===== config.mk =====
export PLATFORM = sky130hd
export DESIGN_NAME = pm_capabilities_register
export DESIGN_NICKNAME = d
export VERILOG_FILES = /design/src/pkg/pm_cap_pkg.sv /design/src/logic/aux_sampler.sv /design/src/logic/level_sync.sv /design/src/logic/pm_capabilities_register.sv
export SDC_FILE = /design/constraint.sdc
export NUM_CORES = 1
export LEC_CHECK = 0
export ABC_AREA = 1
export BUFFER_PORTS_ARGS = -buffer_cell sky130_fd_sc_hd__buf_2
export CORE_MARGIN = 5
export CORE_UTILIZATION = 45
export CTS_BUF_LIST = sky130_fd_sc_hd__clkbuf_16
export DETAILED_ROUTE_END_ITERATION = 8
export PLACE_DENSITY = 0.95
export SETUP_SLACK_MARGIN = 0.05
export SYNTH_ARGS = -nofsm -noshare
export SYNTH_HDL_FRONTEND = slang
export SYNTH_HIERARCHICAL = 1
export SYNTH_SLANG_ARGS = --single-unit

===== constraint.sdc =====
create_clock -name mclk_i -period 3.2 [get_ports mclk_i]
set_input_delay 0.16 -clock mclk_i [delete_from_list [all_inputs] [get_ports mclk_i]]
set_output_delay 0.16 -clock mclk_i [all_outputs]
set_load 0.02 [all_outputs]

===== src/pkg/pm_cap_pkg.sv =====
// Constants, field layout and carrier types of the power management capabilities block
package pm_cap_pkg;

  // Position of the capability dword in configuration space, as a dword index
  localparam logic [5:0] CAP_DWORD_INDEX = 6'h37;
  localparam logic [7:0] CAP_ID_VALUE = 8'h01;
  localparam logic [7:0] CAP_NEXT_PTR = 8'h00;

  // Field positions inside the 16-bit capabilities half (bit 0 is dword bit 16)
  localparam int WAKE_LSB = 11;
  localparam int D2_POS = 10;
  localparam int D1_POS = 9;
  localparam int RSVD_LSB = 6;
  localparam int DSI_POS = 5;
  localparam int AUX_REQ_POS = 4;
  localparam int PME_CLK_POS = 3;
  localparam int VERSION_LSB = 0;
  localparam int CAPS_DWORD_LSB = 16;

  // Field values
  localparam logic [4:0] WAKE_WITH_AUX = 5'h1f;
  localparam logic [4:0] WAKE_WITHOUT_AUX = 5'h03;
  localparam logic D2_SUPPORTED = 1'h1;
  localparam logic D1_SUPPORTED = 1'h1;
  localparam logic [2:0] RSVD_VALUE = 3'h0;
  localparam logic DSI_VALUE = 1'h1;
  localparam logic AUX_REQ_VALUE = 1'h0;
  localparam logic PME_CLK_VALUE = 1'h0;
  localparam logic [2:0] VERSION_VALUE = 3'h1;

  // Values after reset
  localparam logic [15:0] CAPS_RESET = 16'h0000;
  localparam logic [31:0] RDATA_RESET = 32'h0000_0000;
  localparam logic [3:0] BE_RESET = 4'h0;

  // Cycles the synchronised sense level must hold still before it is captured
  localparam int SETTLE_TIME_NS = 160;
  localparam int CLK_PERIOD_NS = 10;
  localparam int SETTLE_CYCLES = (SETTLE_TIME_NS + CLK_PERIOD_NS - 1) / CLK_PERIOD_NS;
  localparam int SETTLE_W = 5;
  localparam logic [SETTLE_W-1:0] SETTLE_LAST = SETTLE_W'(SETTLE_CYCLES - 1);
  localparam logic [SETTLE_W-1:0] SETTLE_RESET = 5'h00;

  typedef enum logic [0:0] {
    ST_IDLE,
    ST_PARITY
  } cfg_state_t;

  typedef struct packed {
    logic valid;
    logic write;
    logic [5:0] index;
    logic [3:0] byte_en;
    logic [31:0] wdata;
  } cfg_req_t;

  typedef struct packed {
    logic ack;
    logic retry;
    logic [31:0] rdata;
    logic par;
  } cfg_rsp_t;

  typedef struct packed {
    logic aux_present;
    logic done;
  } aux_status_t;

endpackage


===== src/logic/aux_sampler.sv =====
// Captures the auxiliary power sense level once it has settled after reset
module aux_sampler (
  input wire logic mclk_i,
  input wire logic resetn_i,
  input wire logic ce_i,
  input wire logic sense_sync_i,
  output pm_cap_pkg::aux_status_t status_o
);

  typedef struct packed {
    logic last_level;
    logic [pm_cap_pkg::SETTLE_W-1:0] count;
    pm_cap_pkg::aux_status_t status;
  } sampler_state_t;

  sampler_state_t st;
  sampler_state_t next_st;

  always_comb begin
    next_st = st;
    if (ce_i && !st.status.done) begin
      next_st.last_level = sense_sync_i;
      if (sense_sync_i != st.last_level) begin
        next_st.count = pm_cap_pkg::SETTLE_RESET;
      end else if (st.count == pm_cap_pkg::SETTLE_LAST) begin
        // A floating pin reads high and so reports no auxiliary supply
        next_st.status.aux_present = !sense_sync_i;
        next_st.status.done = 1'b1;
      end else begin
        next_st.count = st.count + 5'h01;
      end
    end
  end

  always_ff @(posedge mclk_i or negedge resetn_i) begin
    if (!resetn_i) begin
      st.last_level <= 1'b1;
      st.count <= pm_cap_pkg::SETTLE_RESET;
      st.status <= 2'h0;
    end else begin
      st <= next_st;
    end
  end

  assign status_o = st.status;

endmodule


===== src/logic/level_sync.sv =====
// Two-flop synchroniser for one level from outside the clock domain
module level_sync (
  input wire logic mclk_i,
  input wire logic resetn_i,
  input wire logic ce_i,
  input wire logic reset_level_i,
  input wire logic async_i,
  output logic sync_o
);

  typedef struct packed {
    logic first;
    logic second;
  } sync_state_t;

  sync_state_t st;
  sync_state_t next_st;

  always_comb begin
    next_st = st;
    if (ce_i) begin
      next_st.first = async_i;
      next_st.second = st.first;
    end
  end

  // Reset value is the constant 2'h3; the level input is not used
  always_ff @(posedge mclk_i or negedge resetn_i) begin
    if (!resetn_i) begin
      st <= 2'h3;
    end else begin
      st <= next_st;
    end
  end

  assign sync_o = st.second;

endmodule


===== src/logic/pm_capabilities_register.sv =====
// Read-only power management capabilities dword answering configuration cycles
module pm_capabilities_register (
  input wire logic mclk_i,
  input wire logic resetn_i,
  input wire logic ce_i,
  input wire logic aux_power_sense_i,
  input wire pm_cap_pkg::cfg_req_t cfg_req_i,
  output pm_cap_pkg::cfg_rsp_t cfg_rsp_o,
  output logic [15:0] power_capabilities_o,
  output logic aux_power_status_o,
  output logic sample_done_o
);

  typedef struct packed {
    pm_cap_pkg::cfg_state_t state;
    logic [3:0] byte_en;
    logic [15:0] caps;
    logic aux_present;
    logic done;
    pm_cap_pkg::cfg_rsp_t rsp;
  } reg_state_t;

  reg_state_t st;
  reg_state_t next_st;
  logic sense_sync;
  pm_cap_pkg::aux_status_t aux_status;

  // Pin crosses into the clock domain before the sampler looks at it
  level_sync u_sense_sync (
    .mclk_i(mclk_i),
    .resetn_i(resetn_i),
    .ce_i(ce_i),
    .reset_level_i(1'b1),
    .async_i(aux_power_sense_i),
    .sync_o(sense_sync)
  );

  aux_sampler u_sampler (
    .mclk_i(mclk_i),
    .resetn_i(resetn_i),
    .ce_i(ce_i),
    .sense_sync_i(sense_sync),
    .status_o(aux_status)
  );

  // Builds the 16-bit capabilities half from the captured supply status
  function automatic logic [15:0] compose_caps(input logic aux_present);
    logic [15:0] v;
    v = 16'h0000;
    // Each wake bit stands for one power state; a zero bars the wake signal there
    if (aux_present) begin
      v[pm_cap_pkg::WAKE_LSB +: 5] = pm_cap_pkg::WAKE_WITH_AUX;
    end else begin
      v[pm_cap_pkg::WAKE_LSB +: 5] = pm_cap_pkg::WAKE_WITHOUT_AUX;
    end
    v[pm_cap_pkg::D2_POS] = pm_cap_pkg::D2_SUPPORTED;
    v[pm_cap_pkg::D1_POS] = pm_cap_pkg::D1_SUPPORTED;
    v[pm_cap_pkg::RSVD_LSB +: 3] = pm_cap_pkg::RSVD_VALUE;
    v[pm_cap_pkg::DSI_POS] = pm_cap_pkg::DSI_VALUE;
    v[pm_cap_pkg::AUX_REQ_POS] = pm_cap_pkg::AUX_REQ_VALUE;
    v[pm_cap_pkg::PME_CLK_POS] = pm_cap_pkg::PME_CLK_VALUE;
    v[pm_cap_pkg::VERSION_LSB +: 3] = pm_cap_pkg::VERSION_VALUE;
    return v;
  endfunction

  // Expands byte enables into a lane mask so disabled lanes read zero
  function automatic logic [31:0] lane_mask(input logic [3:0] be);
    logic [31:0] m;
    m = 32'h0000_0000;
    for (int i = 0; i < 4; i++) begin
      m[i*8 +: 8] = {8{be[i]}};
    end
    return m;
  endfunction

  // Dword at the capability index, lanes masked by the byte enables; anything else is unmapped and reads zero
  function automatic logic [31:0] read_dword(
    input logic [5:0] index,
    input logic [3:0] be,
    input logic [15:0] caps
  );
    logic [31:0] d;
    d = 32'h0000_0000;
    if (index == pm_cap_pkg::CAP_DWORD_INDEX) begin
      d = {caps, pm_cap_pkg::CAP_NEXT_PTR, pm_cap_pkg::CAP_ID_VALUE};
    end
    return d & lane_mask(be);
  endfunction

  always_comb begin
    next_st = st;
    if (ce_i) begin
      next_st.rsp.ack = 1'b0;
      next_st.rsp.retry = 1'b0;
      // Status is frozen once captured; later pin moves do not alter the report
      next_st.aux_present = aux_status.aux_present;
      next_st.done = aux_status.done;
      next_st.caps = compose_caps(aux_status.aux_present);
      unique case (st.state)
        pm_cap_pkg::ST_IDLE: begin
          if (cfg_req_i.valid) begin
            if (!st.done) begin
              // Registered flag gates answers, so the built dword already holds the capture
              next_st.rsp.retry = 1'b1;
            end else begin
              next_st.rsp.ack = 1'b1;
              next_st.byte_en = cfg_req_i.byte_en;
              if (cfg_req_i.write) begin
                // Write data is dropped; the dword stays as built
                next_st.rsp.rdata = pm_cap_pkg::RDATA_RESET;
              end else begin
                next_st.rsp.rdata = read_dword(cfg_req_i.index, cfg_req_i.byte_en,
                                               st.caps);
              end
              next_st.state = pm_cap_pkg::ST_PARITY;
            end
          end
        end
        pm_cap_pkg::ST_PARITY: begin
          // Even parity over data and enables, one cycle behind the data
          next_st.rsp.par = ^{st.rsp.rdata, st.byte_en};
          next_st.state = pm_cap_pkg::ST_IDLE;
        end
      endcase
    end
  end

  always_ff @(posedge mclk_i or negedge resetn_i) begin
    if (!resetn_i) begin
      st.state <= pm_cap_pkg::ST_IDLE;
      st.byte_en <= pm_cap_pkg::BE_RESET;
      st.caps <= pm_cap_pkg::CAPS_RESET;
      st.aux_present <= 1'b0;
      st.done <= 1'b0;
      st.rsp.ack <= 1'b0;
      st.rsp.retry <= 1'b0;
      st.rsp.rdata <= pm_cap_pkg::RDATA_RESET;
      st.rsp.par <= 1'b0;
    end else begin
      st <= next_st;
    end
  end

  assign cfg_rsp_o = st.rsp;
  assign power_capabilities_o = st.caps;
  assign aux_power_status_o = st.aux_present;
  assign sample_done_o = st.done;

endmodule


==> impl_metrics.xml <==
<?xml version="1.0" encoding="UTF-8"?>
<metrics>
  <group name="placed_design">
    <metric name="detailedPlace.worstSlack" unit="ns">1.689</metric>
    <metric name="gpl.final_weighted_congestion" unit="">0.7578</metric>
    <metric name="dp.final_hpwl" unit="µm">2230</metric>
    <metric name="port_buffers" unit="">39</metric>
  </group>
  <group name="sta">
    <metric name="layout_min_cycle_time" unit="ns">1.508</metric>
    <metric name="finalSetupViolCount" unit="">0</metric>
    <metric name="rsz0062_at_grt" unit="">false</metric>
    <metric name="timing_worst_slew_pin_value" unit="ns">0.5401</metric>
    <metric name="final.setup.worst_slack" unit="ns">1.692</metric>
    <metric name="slew_violations" unit="">0</metric>
    <metric name="fin_tns_setup" unit="ns">0</metric>
    <metric name="slew_headroom" unit="%">64.00</metric>
    <metric name="fmax" unit="GHz">0.6631</metric>
    <metric name="fin_worst_skew" unit="ns">0.002670</metric>
    <metric name="hold_viol_final" unit="">0</metric>
    <metric name="post-route-period-util" unit="%">47.13</metric>
  </group>
  <group name="cts">
    <metric name="cts.clk_slew.worst_paths" unit="ns">0.06</metric>
    <metric name="tritoncts_num_sinks" unit="">24</metric>
    <metric name="post_cts.resized_instances" unit="">0</metric>
    <metric name="post-cts-setup-buffer-count" unit="">0</metric>
    <metric name="cts.root.buffer_cell" unit="">clkbuf_16</metric>
    <metric name="cts_inserted_buffers" unit="">3</metric>
    <metric name="cts_htree_levels" unit="">1</metric>
    <metric name="cts-root-to-sink-buffers" unit="">2</metric>
    <metric name="tritoncts" unit="">built</metric>
    <metric name="worstSkewPairLatency" unit="ns">0.26</metric>
  </group>
  <group name="final_layout">
    <metric name="layout_filler_cell_count" unit="">351</metric>
    <metric name="nNetsFinal" unit="">268</metric>
    <metric name="post_route_cells_drive_above_1_share" unit="%">31.80</metric>
    <metric name="diodes" unit="">0</metric>
    <metric name="areaGrowthSynthToFinish" unit="%">4.740</metric>
    <metric name="register_cell_area_after_layout" unit="µm²">604.3</metric>
    <metric name="multiInputGateArea" unit="µm²">654.4</metric>
    <metric name="layout.core_utilization" unit="%">47.90</metric>
  </group>
  <group name="worst_hold_path">
    <metric name="worst_hold_path_type" unit="">primary input to flip-flop</metric>
  </group>
  <group name="setup_path">
    <metric name="crit_path_cell_trace" unit="">ha_1, inv_1, nor3_1, ha_1, nand3_2, nand2_4, nand2_2, o21ai_2</metric>
    <metric name="critical-path-max-stage-delay" unit="ns">0.44</metric>
    <metric name="startpoint_type" unit="">flip-flop</metric>
    <metric name="critPathKind" unit="">flip-flop to flip-flop</metric>
    <metric name="worst-path-max-fanout" unit="">8</metric>
    <metric name="cp_common_cell" unit="">ha_1</metric>
    <metric name="worstPathRequired" unit="ns">3.38</metric>
    <metric name="cp-end-kind" unit="">flip-flop</metric>
    <metric name="cpMaxStageDelayCell" unit="">dfrtp_1</metric>
    <metric name="cp_data_arrival_time" unit="ns">1.69</metric>
  </group>
  <group name="floorplanning">
    <metric name="die-width" unit="µm">70.31</metric>
    <metric name="floorplan.die_area" unit="mm²">0.004943</metric>
    <metric name="start_util" unit="%">45.73</metric>
    <metric name="rows" unit="">22</metric>
    <metric name="chipHeight" unit="µm">70.31</metric>
    <metric name="floorplan.io_pins" unit="">101</metric>
    <metric name="area_of_the_core" unit="mm²">0.003578</metric>
  </group>
  <group name="synth">
    <metric name="syn-mean-instance-area" unit="µm²">8.266</metric>
    <metric name="synth.cell_area" unit="mm²">0.001637</metric>
    <metric name="synth-warning-count" unit="">6</metric>
    <metric name="synthesis.instances" unit="">198</metric>
  </group>
  <group name="drt">
    <metric name="vias_per_cell" unit="">4.343</metric>
    <metric name="drt_iter0_drc" unit="">108</metric>
    <metric name="num_vias" unit="">1151</metric>
    <metric name="drt-wirelength-per-cell" unit="µm">10.85</metric>
    <metric name="drt_drc_violations_left" unit="">0</metric>
    <metric name="drt_first_pass_iters" unit="">6</metric>
    <metric name="routed_wirelength" unit="µm">2874</metric>
    <metric name="drtAntennaViolNets" unit="">0</metric>
  </group>
  <group name="power_and_ir_drop">
    <metric name="p_per_area" unit="mW/mm²">499.3</metric>
    <metric name="power.leakage" unit="µW">0.0009569</metric>
    <metric name="vdd_drop_max" unit="mV">0.4046</metric>
  </group>
  <group name="global_route">
    <metric name="number_of_global_route_vias_before_repair" unit="">1072</metric>
    <metric name="grt_pass1_wl" unit="µm">4726</metric>
    <metric name="grt_max_degree" unit="">25</metric>
    <metric name="grt_antenna_before_repair" unit="">0</metric>
    <metric name="gr-total-overflow" unit="">0</metric>
    <metric name="globalRouteTotalUtil" unit="%">11.85</metric>
  </group>
  <group name="status">
    <metric name="outcome" unit="">completed</metric>
  </group>
  <group name="run">
    <metric name="maxCapViolations" unit="">0</metric>
  </group>
</metrics>
==> critical path, delay by kind of cell (launching register included) <==
family | cells | cell delay, ns
compound gates | 1 | 0.05
fa+ha+maj | 2 | 0.46
buf+inv | 1 | 0.05
flops | 1 | 0.44
simple gates | 4 | 0.44
==> final timing paths <==
kind | depth (start not counted) | startpoint | endpoint | slack [ns]
max in group asynchronous | 2 | resetn_i | u_sense_sync/sync_o | 2.41
hold reg to reg | 2 | cfg_rsp_o[0] | cfg_rsp_o[0] | 0.47
setup / recovery | 8 | u_sampler/st[2] | u_sampler/st[6] | 1.69
min in group asynchronous | 2 | resetn_i | u_sampler/st[3] | 0.42
hold / removal | 3 | aux_power_sense_i | u_sense_sync/st[1] | 0.09
setup reg to reg | 8 | u_sampler/st[2] | u_sampler/st[6] | 1.69
==> power breakdown <==
| part | total [µW] | switching, µW | internal, µW |
|---|---|---|---|
| logic | 153 | 111 | 42.1 |
| registers | 348 | 17.7 | 330 |
| clock network | 355 | 106 | 249 |
| total | 856 | 235 | 621 |
==> what timing repair did <==
action                                  in CTS  in global routing
endpoints found under the setup margin       0                  0
hold buffers                                 1                  0
hold endpoints to repair                    21                  0
==> final cells by class <==
cell class,count,share of cell area [%]
inverters,22,4.964
well taps,48,3.504
flip-flops and latches,24,35.26
multi-input cells,127,38.18
repair buffers,40,11.97
clock buffers,3,4.380
clock inverters,1,1.752
==> flip-flops by register name, indices dropped and copies added (netlist names) <==
name                  cells
u_sense_sync/st           1
u_sense_sync/sync_o       1
st                        4
u_sampler/status_o        2
power_capabilities_o      2
cfg_rsp_o                 7
sample_done_o             1
u_sampler/st              6
==> cell usage in the layout, fill, tap and decap left out, types with 2 or more instances in the layout <==
cell,count
nand2_1,52
buf_2,39
conb_1,29
dfrtp_1,21
inv_1,20
o21ai_0,7
nand3_1,6
nand2_2,6
o21ai_2,5
nand4_1,4
clkbuf_16,3
dfstp_2,3
nand2_4,2
xor2_1,2
nor2_4,2
nand3_2,2
ha_1,2
==> routing by layer <==
layer  wire length [µm]  part of all wire, %  up-vias  GRT usage (%)
met1               1077                   37      539          13.43
met3                274                  9.5        2          3.597
met5                  0                    0        -              0
li1                   -                    -      567              -
met2               1513                   53       43          21.62
met4                  8                 0.28        0          2.553
==> stage by stage <==
step	cells	hold slack, ns	total power [µW]	cell area, µm²
6_report	265	0.09404	855.8	1714
5_1_grt	265	0.1110	907.5	1714
4_1_cts	265	0.08945	867.5	1714
3_5_place_dp	260	0.1760	505.2	1599
3_3_place_gp	260	0.1630	497.5	1599
2_1_floorplan	226	-0.1356	499.2	1742
Note: power is estimated with default switching activity, not from simulation.
